[src/hw/fpl_pkg.sv]
// Shared constants for the flash password and block-lock host controller.
package fpl_pkg;
  // ----------------------------------------------------------------------
  // Timing
  // ----------------------------------------------------------------------
  localparam int CLK_PERIOD_NS = 10;
  localparam int VERIFY_TIME_NS = 2000;
  localparam int VERIFY_CYC = (VERIFY_TIME_NS + CLK_PERIOD_NS - 1)
                              / CLK_PERIOD_NS;
  localparam int READ_ACCESS_NS = 90;
  localparam int READ_CYC = (READ_ACCESS_NS + CLK_PERIOD_NS - 1)
                            / CLK_PERIOD_NS;
  localparam int WE_PULSE_CYC = 4;
  localparam int HOLD_CYC = 2;
  localparam int RST_PULSE_CYC = 50;
  localparam int PW_WORDS = 4;

  // ----------------------------------------------------------------------
  // Register map
  // ----------------------------------------------------------------------
  localparam logic [7:0] CTRL_OFS = 8'h00;
  localparam logic [7:0] ADDR_OFS = 8'h04;
  localparam logic [7:0] WDATA_OFS = 8'h08;
  localparam logic [7:0] STATUS_OFS = 8'h0C;

  localparam int CTRL_START_BIT = 0;
  localparam int CTRL_READ_BIT = 1;
  localparam int CTRL_TAG_LSB = 2;
  localparam int CTRL_WP_BIT = 4;
  localparam int CTRL_RST_BIT = 5;
  localparam int CTRL_ERRCLR_BIT = 6;

  localparam int ST_BUSY_BIT = 0;
  localparam int ST_PWMODE_BIT = 1;
  localparam int ST_VERIFY_BIT = 2;
  localparam int ST_ERR_BIT = 3;
  localparam int ST_LOCKED_BIT = 4;
  localparam int ST_WP_BIT = 5;
  localparam int ST_RDATA_LSB = 16;

  localparam logic WP_RESET = 1'b0;

  // Tag carried by a cycle so the controller can track the sequence.
  typedef enum logic [1:0] {
    FPL_TAG_PLAIN,
    FPL_TAG_PW_ENTRY,
    FPL_TAG_PW_EXIT,
    FPL_TAG_PW_SUBMIT
  } fpl_tag_e;

  // Identification-mode address whose bit 0 reads low once locked for good.
  localparam logic [22:0] ID_LOCK_ADDR = 23'h0005FE;
  localparam int ID_LOCK_BIT = 0;
endpackage

[src/hw/fpl_host.sv]
// Host controller driving a parallel flash's password and lock features.
`timescale 1ns/1ns
module fpl_host #(
  parameter int AW = 23,
  parameter int DW = 16
) (
  input wire logic pclk,
  input wire logic presetn,
  input wire logic psel,
  input wire logic penable,
  input wire logic pwrite,
  input wire logic [31:0] paddr,
  input wire logic [31:0] pwdata,
  output logic [31:0] prdata,
  output logic pready,
  output logic pslverr,
  input wire logic [DW-1:0] flash_dq_i,
  output logic [DW-1:0] flash_dq_o,
  output logic flash_dq_oe_n,
  output logic [AW-1:0] flash_addr,
  output logic flash_ce_n,
  output logic flash_oe_n,
  output logic flash_we_n,
  output logic flash_rst_n,
  output logic flash_wp_n
);
  // ----------------------------------------------------------------------
  // Bus decode
  // ----------------------------------------------------------------------
  function automatic logic mapped(input logic [31:0] a);
    mapped = a[31:8] == 24'h000000 && (a[7:0] == fpl_pkg::CTRL_OFS
             || a[7:0] == fpl_pkg::ADDR_OFS || a[7:0] == fpl_pkg::WDATA_OFS
             || a[7:0] == fpl_pkg::STATUS_OFS);
  endfunction

  logic acc_done;
  logic wr_ctrl;
  assign acc_done = psel && penable && pready;
  assign wr_ctrl = acc_done && pwrite && paddr == 32'(fpl_pkg::CTRL_OFS);

  logic [AW-1:0] addr_r;
  logic [DW-1:0] wdata_r;
  logic busy_r;
  logic rd_r;
  logic [1:0] tag_r;
  logic pw_mode_r;
  logic err_r;
  logic locked_r;
  logic [DW-1:0] last_rd_r;
  logic [7:0] verify_cnt_r;
  logic [1:0] words_r;
  logic [7:0] rst_cnt_r;
  logic cyc_start_r;
  logic cyc_done;
  logic [DW-1:0] cyc_rdata;

  // Request checks made when software launches a cycle.
  logic start_req;
  logic [1:0] req_tag;
  logic refuse;
  assign start_req = wr_ctrl && pwdata[fpl_pkg::CTRL_START_BIT];
  assign req_tag = pwdata[fpl_pkg::CTRL_TAG_LSB +: 2];
  always_comb begin
    // Cycles never overlap, so a lock command cannot overtake the guard-bit
    // programs that software issued before it.
    refuse = busy_r || rst_cnt_r != 8'h00;
    // A cycle started together with a reset pulse would run into the reset.
    if (pwdata[fpl_pkg::CTRL_RST_BIT]) begin
      refuse = 1'b1;
    end
    // A password submit outside the entry/exit bracket is never sent.
    if (req_tag == fpl_pkg::FPL_TAG_PW_SUBMIT && !pw_mode_r) begin
      refuse = 1'b1;
    end
    // The device needs time to verify; a new submit would be lost.
    if (req_tag == fpl_pkg::FPL_TAG_PW_SUBMIT && verify_cnt_r != 8'h00) begin
      refuse = 1'b1;
    end
    // Once locked for good the password feature is dead; save the traffic.
    if (req_tag != fpl_pkg::FPL_TAG_PLAIN && locked_r) begin
      refuse = 1'b1;
    end
  end

  // ----------------------------------------------------------------------
  // APB slave, one wait state on every access
  // ----------------------------------------------------------------------
  always_ff @(posedge pclk or negedge presetn) begin
    if (!presetn) begin
      pready <= 1'b0;
      pslverr <= 1'b0;
      prdata <= 32'h00000000;
    end else if (psel && penable && !pready) begin
      pready <= 1'b1;
      pslverr <= !mapped(paddr);
      prdata <= 32'h00000000;
      if (!pwrite && paddr == 32'(fpl_pkg::STATUS_OFS)) begin
        prdata[fpl_pkg::ST_BUSY_BIT] <= busy_r || rst_cnt_r != 8'h00;
        prdata[fpl_pkg::ST_PWMODE_BIT] <= pw_mode_r;
        prdata[fpl_pkg::ST_VERIFY_BIT] <= verify_cnt_r != 8'h00;
        prdata[fpl_pkg::ST_ERR_BIT] <= err_r;
        prdata[fpl_pkg::ST_LOCKED_BIT] <= locked_r;
        prdata[fpl_pkg::ST_WP_BIT] <= flash_wp_n;
        // Software confirms the lock bit here after a trial submit.
        prdata[fpl_pkg::ST_RDATA_LSB +: DW] <= last_rd_r;
      end else if (!pwrite && paddr == 32'(fpl_pkg::ADDR_OFS)) begin
        prdata[AW-1:0] <= addr_r;
      end else if (!pwrite && paddr == 32'(fpl_pkg::WDATA_OFS)) begin
        prdata[DW-1:0] <= wdata_r;
      end
    end else begin
      pready <= 1'b0;
      pslverr <= 1'b0;
    end
  end

  // ----------------------------------------------------------------------
  // Address, data and pin control registers
  // ----------------------------------------------------------------------
  always_ff @(posedge pclk or negedge presetn) begin
    if (!presetn) begin
      addr_r <= '0;
      wdata_r <= '0;
    end else if (acc_done && pwrite && !busy_r) begin
      if (paddr == 32'(fpl_pkg::ADDR_OFS)) begin
        addr_r <= pwdata[AW-1:0];
      end
      if (paddr == 32'(fpl_pkg::WDATA_OFS)) begin
        wdata_r <= pwdata[DW-1:0];
      end
    end
  end

  // Boot-area changes need the pin high; software raises it beforehand.
  always_ff @(posedge pclk or negedge presetn) begin
    if (!presetn) begin
      flash_wp_n <= fpl_pkg::WP_RESET;
    end else if (wr_ctrl) begin
      flash_wp_n <= pwdata[fpl_pkg::CTRL_WP_BIT];
    end
  end

  // A reset pulse drops the device's global lock only in pwm mode and not once locked for good; the host leaves password mode.
  always_ff @(posedge pclk or negedge presetn) begin
    if (!presetn) begin
      rst_cnt_r <= 8'h00;
      flash_rst_n <= 1'b1;
    end else if (wr_ctrl && pwdata[fpl_pkg::CTRL_RST_BIT] && !busy_r) begin
      rst_cnt_r <= 8'(fpl_pkg::RST_PULSE_CYC);
      flash_rst_n <= 1'b0;
    end else if (rst_cnt_r != 8'h00) begin
      rst_cnt_r <= rst_cnt_r - 8'h01;
      flash_rst_n <= rst_cnt_r == 8'h01;
    end
  end

  // ----------------------------------------------------------------------
  // Cycle launch and sequence tracking
  // ----------------------------------------------------------------------
  always_ff @(posedge pclk or negedge presetn) begin
    if (!presetn) begin
      busy_r <= 1'b0;
      cyc_start_r <= 1'b0;
      rd_r <= 1'b0;
      tag_r <= 2'b00;
    end else begin
      cyc_start_r <= 1'b0;
      if (start_req && !refuse) begin
        busy_r <= 1'b1;
        cyc_start_r <= 1'b1;
        rd_r <= pwdata[fpl_pkg::CTRL_READ_BIT];
        tag_r <= req_tag;
      end else if (cyc_done) begin
        busy_r <= 1'b0;
      end
    end
  end

  // A refused launch is flagged; a new error wins over a clear.
  always_ff @(posedge pclk or negedge presetn) begin
    if (!presetn) begin
      err_r <= 1'b0;
    end else if (start_req && refuse) begin
      err_r <= 1'b1;
    end else if (wr_ctrl && pwdata[fpl_pkg::CTRL_ERRCLR_BIT]) begin
      err_r <= 1'b0;
    end
  end

  always_ff @(posedge pclk or negedge presetn) begin
    if (!presetn) begin
      pw_mode_r <= 1'b0;
    end else if (rst_cnt_r != 8'h00) begin
      pw_mode_r <= 1'b0;
    end else if (cyc_done && tag_r == fpl_pkg::FPL_TAG_PW_ENTRY) begin
      pw_mode_r <= 1'b1;
    end else if (cyc_done && tag_r == fpl_pkg::FPL_TAG_PW_EXIT) begin
      pw_mode_r <= 1'b0;
    end
  end

  // Words are counted, not matched: the device compares each by address.
  always_ff @(posedge pclk or negedge presetn) begin
    if (!presetn) begin
      words_r <= 2'b00;
      verify_cnt_r <= 8'h00;
    end else if (cyc_done && !rd_r
                 && tag_r == fpl_pkg::FPL_TAG_PW_SUBMIT) begin
      words_r <= words_r + 2'b01;
      if (words_r == 2'(fpl_pkg::PW_WORDS - 1)) begin
        verify_cnt_r <= 8'(fpl_pkg::VERIFY_CYC);
      end
    end else if (verify_cnt_r != 8'h00) begin
      verify_cnt_r <= verify_cnt_r - 8'h01;
    end
  end

  // Read data; an identification read of the lock word updates the flag.
  always_ff @(posedge pclk or negedge presetn) begin
    if (!presetn) begin
      last_rd_r <= '0;
      locked_r <= 1'b0;
    end else if (cyc_done && rd_r) begin
      last_rd_r <= cyc_rdata;
      if (addr_r == fpl_pkg::ID_LOCK_ADDR) begin
        locked_r <= !cyc_rdata[fpl_pkg::ID_LOCK_BIT];
      end
    end
  end

  // ----------------------------------------------------------------------
  // Pin cycle engine
  // ----------------------------------------------------------------------
  fpl_cyc #(
    .AW(AW),
    .DW(DW)
  ) u_cyc (
    .pclk(pclk),
    .presetn(presetn),
    .start(cyc_start_r),
    .rd(rd_r),
    .addr(addr_r),
    .wdata(wdata_r),
    .flash_dq_i(flash_dq_i),
    .done(cyc_done),
    .rdata(cyc_rdata),
    .flash_addr(flash_addr),
    .flash_dq_o(flash_dq_o),
    .flash_dq_oe_n(flash_dq_oe_n),
    .flash_ce_n(flash_ce_n),
    .flash_oe_n(flash_oe_n),
    .flash_we_n(flash_we_n)
  );
endmodule // fpl_host

[src/hw/fpl_cyc.sv]
// One asynchronous read or write cycle on the flash pins.
`timescale 1ns/1ns
module fpl_cyc #(
  parameter int AW = 23,
  parameter int DW = 16
) (
  input wire logic pclk,
  input wire logic presetn,
  input wire logic start,
  input wire logic rd,
  input wire logic [AW-1:0] addr,
  input wire logic [DW-1:0] wdata,
  input wire logic [DW-1:0] flash_dq_i,
  output logic done,
  output logic [DW-1:0] rdata,
  output logic [AW-1:0] flash_addr,
  output logic [DW-1:0] flash_dq_o,
  output logic flash_dq_oe_n,
  output logic flash_ce_n,
  output logic flash_oe_n,
  output logic flash_we_n
);
  // ----------------------------------------------------------------------
  // Input synchroniser
  // ----------------------------------------------------------------------
  logic [DW-1:0] s1_r, s2_r, s3_r;
  always_ff @(posedge pclk or negedge presetn) begin
    if (!presetn) begin
      s1_r <= '0;
      s2_r <= '0;
      s3_r <= '0;
    end else begin
      s1_r <= flash_dq_i;
      s2_r <= s1_r;
      s3_r <= s2_r;
    end
  end

  // ----------------------------------------------------------------------
  // Cycle sequencer
  // ----------------------------------------------------------------------
  typedef enum logic [1:0] {CY_IDLE, CY_SETUP, CY_PULSE, CY_HOLD} fpl_cy_e;
  fpl_cy_e st_r;
  logic rd_r;
  logic [7:0] cnt_r;

  always_ff @(posedge pclk or negedge presetn) begin
    if (!presetn) begin
      st_r <= CY_IDLE;
      rd_r <= 1'b0;
      cnt_r <= 8'h00;
      done <= 1'b0;
      rdata <= '0;
      flash_addr <= '0;
      flash_dq_o <= '0;
      flash_dq_oe_n <= 1'b1;
      flash_ce_n <= 1'b1;
      flash_oe_n <= 1'b1;
      flash_we_n <= 1'b1;
    end else begin
      done <= 1'b0;
      case (st_r)
        CY_IDLE: begin
          if (start) begin
            rd_r <= rd;
            flash_addr <= addr;
            flash_dq_o <= wdata;
            flash_dq_oe_n <= rd;
            flash_ce_n <= 1'b0;
            flash_oe_n <= !rd;
            st_r <= CY_SETUP;
          end
        end
        CY_SETUP: begin
          flash_we_n <= rd_r;
          cnt_r <= rd_r ? 8'(fpl_pkg::READ_CYC + 3)
                        : 8'(fpl_pkg::WE_PULSE_CYC);
          st_r <= CY_PULSE;
        end
        CY_PULSE: begin
          if (cnt_r > 8'h01) begin
            cnt_r <= cnt_r - 8'h01;
          end else begin
            flash_we_n <= 1'b1;
            cnt_r <= 8'(fpl_pkg::HOLD_CYC);
            st_r <= CY_HOLD;
          end
        end
        CY_HOLD: begin
          // A read only ends once the synchronised data has settled.
          if (rd_r && s2_r != s3_r) begin
            cnt_r <= cnt_r;
          end else if (cnt_r > 8'h01) begin
            cnt_r <= cnt_r - 8'h01;
          end else begin
            if (rd_r) begin
              rdata <= s3_r;
            end
            flash_ce_n <= 1'b1;
            flash_oe_n <= 1'b1;
            flash_dq_oe_n <= 1'b1;
            done <= 1'b1;
            st_r <= CY_IDLE;
          end
        end
        default: st_r <= CY_IDLE;
      endcase
    end
  end
endmodule // fpl_cyc

[config.mk]
export PLATFORM = sky130hd
export DESIGN_NAME = fpl_host
export DESIGN_NICKNAME = d
export VERILOG_FILES = /design/src/hw/fpl_pkg.sv /design/src/hw/fpl_host.sv /design/src/hw/fpl_cyc.sv
export SDC_FILE = /design/constraint.sdc
export NUM_CORES = 1
export LEC_CHECK = 0
export ABC_CLOCK_PERIOD_IN_PS = 6200
export BUFFER_PORTS_ARGS = -buffer_cell sky130_fd_sc_hd__buf_2
export CORE_MARGIN = 3
export CORE_UTILIZATION = 47
export CTS_CLUSTER_DIAMETER = 50
export DETAILED_ROUTE_END_ITERATION = 10
export PLACE_DENSITY = 0.8
export SLEW_MARGIN = 5
export SYNTH_ARGS = -nofsm -noshare
export SYNTH_HDL_FRONTEND = slang
export SYNTH_SLANG_ARGS = --single-unit
[constraint.sdc]
create_clock -name pclk -period 6.2 [get_ports pclk]
set_clock_uncertainty 0.05 [all_clocks]
set_input_delay 0 -clock pclk [delete_from_list [all_inputs] [get_ports pclk]]
set_output_delay 0 -clock pclk [all_outputs]
set_load 0.02 [all_outputs]
* Yosys cells after proc, flatten, opt, wreduce, memory -nomap -nowiden *
Index checks and enable logic that the tools add are counted.

cells by class
  add/subtract/negate cells = 4
  magnitude comparators = 1
  equal/unequal tests = 23
  muxes and demuxes = 50
  bitwise operators = 2
  reductions and logical operators = 62

operator list
  cell                                                    count
  equality test 32 x 4 -> 1 bit (second input constant)   2
  two-way mux 8 bit                                       8
  equality test 32 x 3 -> 1 bit (second input constant)   1
  zero test 32 bit                                        1
  two-way mux 16 bit                                      2
  logical AND 1 bit                                       25
  zero test 24 bit                                        1
  two-way mux 1 bit                                       24
  one-hot mux 8 bit (3 select lines)                      1
  subtractor 8 x 1 -> 8 bit (second input constant)       3
  equality test 23 x 11 -> 1 bit (second input constant)  1
  equality test 8 x 4 -> 1 bit (second input constant)    2
  inequality test 16 bit                                  1
  nonzero test 8 bit                                      2
  two-way mux 7 bit                                       2
  nonzero test 2 bit                                      7
  equality test 2 bit (second input constant)             6
  AND reduction 2 bit                                     6
  AND reduction 4 bit                                     3
  two-way mux 10 bit                                      1
  two-way mux 9 bit                                       1
  equality test 8 x 1 -> 1 bit (second input constant)    1
  equality test 8 x 3 -> 1 bit (second input constant)    1
  > comparator 8 x 1 -> 1 bit (second input constant)     1
  other kinds (16)                                        39

storage, ports and cells
  flip-flop bits (word level) = 236
  input bits = 85
  output and inout bits = 79
  word-level logic and storage cells = 174

* Depth between registers and ports, before layout *
  depth after elaboration = 9
  depth in mapped cells = 8
  gate-level depth less buffers = 7

* By module *
Synthesis repeated with hierarchy kept, for this count alone.

second synthesis, totals
  cell total of the unflattened synthesis = 731
  area total of the unflattened synthesis = 9678.0 sq um

by module, submodules not included
  module    instances  cells each  area an instance (sq um)  seq. area each (sq um)
  fpl_host  1          421         5133.7                    2929.1
  fpl_cyc   1          310         4544.4                    2982.9

* Least setup slack after synthesis *
Ideal clock, no wire load.

  path kind = register -> register
  start point = register u_cyc.cnt_r[2]
  end point = register u_cyc.rdata[10]
  library setup time = 0.125 ns
  arrival = 2.103 ns
  data required time = 6.025 ns
  setup slack = 3.922 ns
  stages on the path, launching flop included = 7
  path buffers = 1
  period minus slack after synthesis = 2.278 ns
  cells stage by stage = dfrtp_1 > or2_2 > nor4_2 > nand3_1 > nor3_2 > buf_4 > mux2_2

between the ends
  cells in the longest elaborated chain, start to end = 3

ends and longest elaborated chain
  what                           line           text
  from (decl)                    fpl_cyc.sv:45  logic [7:0] cnt_r;
  from (signal assigned)         fpl_cyc.sv:76  cnt_r <= rd_r ? 8'(fpl_pkg::READ_CYC + 3)
  from (signal assigned)         fpl_cyc.sv:82  cnt_r <= cnt_r - 8'h01;
  from (signal assigned)         fpl_cyc.sv:85  cnt_r <= 8'(fpl_pkg::HOLD_CYC);
  > comparator 8 x 1 -> 1 bit    fpl_cyc.sv:93  end else if (cnt_r > 8'h01) begin
  NOT 1 bit (no line)            n/a
  AND reduction 4 bit (no line)  n/a
  to (signal assigned)           fpl_cyc.sv:97  rdata <= s3_r;
  to (decl)                      fpl_cyc.sv:15  output logic [DW-1:0] rdata,

Every way passes these cells.
A chain may end at the register's enable or synchronous reset.

* Worst setup path after layout *
  start point = input paddr[4]
  end point = register prdata[14]

between the ends
  cells in the longest elaborated chain, start to end = 5
  elaborated cells between the ends (all ways) = 9
  classes of those cells = eq/ne (3); mux (3); reduce/logical (3)

ends and longest elaborated chain
  what                             line             text
  from (decl)                      fpl_host.sv:12   input wire logic [31:0] paddr,
  equality test 32 x 4 -> 1 bit    fpl_host.sv:108  end else if (!pwrite && paddr == 32'(fpl_pkg::WDATA_OFS)) begin
  logical AND 1 bit                fpl_host.sv:108
  two-way mux 16 bit               fpl_host.sv:108
  two-way mux 16 bit               fpl_host.sv:106  end else if (!pwrite && paddr == 32'(fpl_pkg::ADDR_OFS)) begin
  two-way mux 10 bit *             fpl_host.sv:97   if (!pwrite && paddr == 32'(fpl_pkg::STATUS_OFS)) begin
  to (signal, indexed assignment)  fpl_host.sv:99   prdata[fpl_pkg::ST_PWMODE_BIT] <= pw_mode_r;
  to (signal, indexed assignment)  fpl_host.sv:107  prdata[AW-1:0] <= addr_r;
  to (signal, indexed assignment)  fpl_host.sv:109  prdata[DW-1:0] <= wdata_r;
  to (decl)                        fpl_host.sv:14   output logic [31:0] prdata,

Mark *: on every way between the ends. The rest lies on a longest branch, timed or not.

==> impl_metrics.ini <==
[synth]
synth_top_flop_cell = dfrtp_1
synth_top_family_by_area = multiplexers
synth-simple-area-share_pct = 8.94
ys_ff_latch = 236
synthAdderAreaFrac_pct = 1.71
synth_compound_area_share_pct = 8.27
syn_inst = 696
ys_types = 64
synthXorXnorAreaFrac_pct = 2.67
synth.mux.area_fraction_pct = 14.5
yosysWarningCount = 0
synthArstFlopShare_pct = 100
synth_nets = 794
seq_area_frac_synth_pct = 62.0
synth_area_mm2 = 0.00953
synth_edf_count = 0
avgSynthCellArea_um2 = 13.7

[drt]
wl_per_cell_um = 18.0
vias = 6378
antenna_left = 0
drt-initial-drc-count = 293
vias_per_cell = 5.32
drc_errors = 0
dr.pass1.iters = 5
drt-total-wl_um = 21500

[floorplan]
die_x_um = 148
initial_core_util_pct = 48.3
ios = 164
coreArea_mm2 = 0.0197
rows = 51
die_area_mm2 = 0.0220
die_y_um = 148

[grt]
track_usage_pct = 19.8
grt_max_degree = 114
overflow = 0
antenna_found_initial = 0
grt_pass1_wl_um = 35400
grt_pass1_vias = 6717

[final_layout]
layout_common_cells = dfrtp_1 (231), buf_2 (153), mux2_2 (119)
antenna_cells = 0
fillers = 1477
area_growth_pct = 25.9
drive_gt1_share_pct = 36.6
layout_commonest_cell = dfrtp_1
fin_nets = 1011

[placement]
gp_congestion = 0.888
io_buffers = 154
post-dp-hpwl_um = 14200

[timing]
slew_viol_final = 0
setup_tns_ns = 0
setup_viol = 0
min_period_ns = 3.51
slew_headroom_pct = 28.0
hold_viol = 0
post-route-period-util_pct = 56.6
worstMarginPinSlew_ns = 1.08
rsz0062_at_grt = no
max_freq_mhz = 285

[cts]
h-tree-depth = 1
worst_skew_pair.late_latency_ns = 0.54
cts_buffers = 27
clkTransAtPathRegs_ns = 0.06
cts_tree = done
clock_path_buffers = 3
clkSinkCount = 236
root_buffer = clkbuf_16

[min_path]
min_path_type = input port to flip-flop

[power_and_ir_drop]
power_w = 0.00321
ir_worst_vdd_uv = 267
p_per_area_mw_per_mm2 = 268
p_leak_nw = 6.37

[setup_path]
critical_path.endpoint_type = flip-flop
critPathKind = input port to flip-flop
arrival_ns = 3.92
required_ns = 6.62
startpoint_type = input port
crit_fanout = 10

[run]
drv_cap = 0

[outcome]
status = completed
[flip-flops by register name (all words and copies together) (netlist names), 2 cells and up]
signal and flops:
u_cyc.rdata 16, words_r 2, u_cyc.s2_r 16, verify_cnt_r 8, tag_r 2, last_rd_r 16, u_cyc.cnt_r 8, u_cyc.s3_r 16
u_cyc.flash_dq_o 16, u_cyc.flash_addr 23, wdata_r 16, rst_cnt_r 8, prdata 32, u_cyc.s1_r 16, u_cyc.st_r 2, addr_r 23
[worst paths after layout]
check / start / end / slack [ns] / cells after the start
worst max-delay path: paddr[4] / prdata[14]$_DFFE_PN0P_ / 2.69 / 9
worst min-delay path: paddr[14] / pslverr$_DFF_PN0_ / 0.03 / 5
worst max register to register: pready$_DFF_PN0_ / prdata[14]$_DFFE_PN0P_ / 3.31 / 6
worst min register to register: u_cyc.s1_r[12]$_DFF_PN0_ / u_cyc.s2_r[12]$_DFF_PN0_ / 0.30 / 0
max in group asynchronous: presetn / u_cyc.cnt_r[1]$_DFFE_PN0P_ / 4.62 / 3
min in group asynchronous: presetn / rst_cnt_r[7]$_DFFE_PN0P_ / 0.06 / 2
[stage by stage]
step | instance area (um^2) | setup WS, ns | std cells | hold WS [ns] | util, %
after floorplan | 9530 | 3.92 | 696 | -0.346 | -
after global placement | 10600 | 3.44 | 1096 | 0.0578 | 53.7
after detailed placement | 10600 | 3.38 | 1096 | 0.0593 | 53.7
after CTS | 12000 | 2.75 | 1199 | 0.0201 | 60.9
after global routing | 12000 | 2.49 | 1199 | 0.0401 | 60.9
final | 12000 | 2.69 | 1199 | 0.0323 | 60.9
[critical path, stage by stage]
cell           delay [ns]
dlygate4sd3_1        0.54
buf_2                0.12
nor4_1               0.16
dlygate4sd3_1        0.60
nand4_2              0.18
dlygate4sd3_1        0.68
nor4_4               0.58
nor2b_1              0.83
a21o_1               0.23
[repair_timing]
action                                 in CTS  in global routing
hold buffers                               53                  0
endpoints found under the hold margin     186                  0
buffers inserted                            0                  0
gates resized for setup                     0                  0
[cell families (layout without fill, tap and decap cells)]
group / Yosys count / in the layout
DFF: 236 / 236
and+or+nand+nor: 148 / 148
muxes: 123 / 123
AOI/OAI and AO/OA: 102 / 102
buffers and inverters: 45 / 283
xor gates and xnor gates: 29 / 29
adders and majority gates: 13 / 13
[cell type report]
cell class                      count  area [um^2]  area share [%]
Sequential cell                   236         5910            49.3
Multi-Input combinational cell    415         3450            28.7
Timing Repair Buffer              212         1350            11.2
Clock buffer                       36          739            6.16
Tap cell                          265          332            2.76
Clock inverter                     14          139            1.16
Inverter                           21         78.8           0.657
[routing by layer]
metal | wire length (um) | up-vias | track usage, %
met3 | 935 | 44 | 2.93
met5 | 0 | - | 0
met4 | 565 | 0 | 6.00
met1 | 9170 | 3222 | 26.3
li1 | - | 2963 | -
met2 | 10900 | 149 | 34.1
[Yosys cell counts (all sizes together), types with 3 or more instances]
library cell	n	share of area (%)
mux2i	3	0.32
a22oi	4	0.32
or2	3	0.20
a222oi	4	0.42
nor3	10	0.58
and3	4	0.26
a21o	17	1.3
a21oi	10	0.53
dfstp	5	1.4
nor4b	3	0.28
o21ai	15	0.79
mux2	120	14
ha	13	1.7
buf	11	0.54
nand2	36	1.4
a32o	3	0.32
nor4	23	2.0
clkbuf	13	0.53
a22o	28	2.6
or3	3	0.20
dfrtp	231	61
nand4b	4	0.37
or4	3	0.24
nor2	25	0.98
nand3	10	0.58
xor2	21	1.9
inv	21	0.83
xnor2	8	0.74
nand4	5	0.39
nand2b	10	0.66
[power by group]
group	switching [W]	internal [W]
logic	0.0000587	0.0000455
registers	0.00000929	0.00156
clock network	0.000646	0.000895
total	0.000714	0.00250
(Power assumes the default switching activity.)
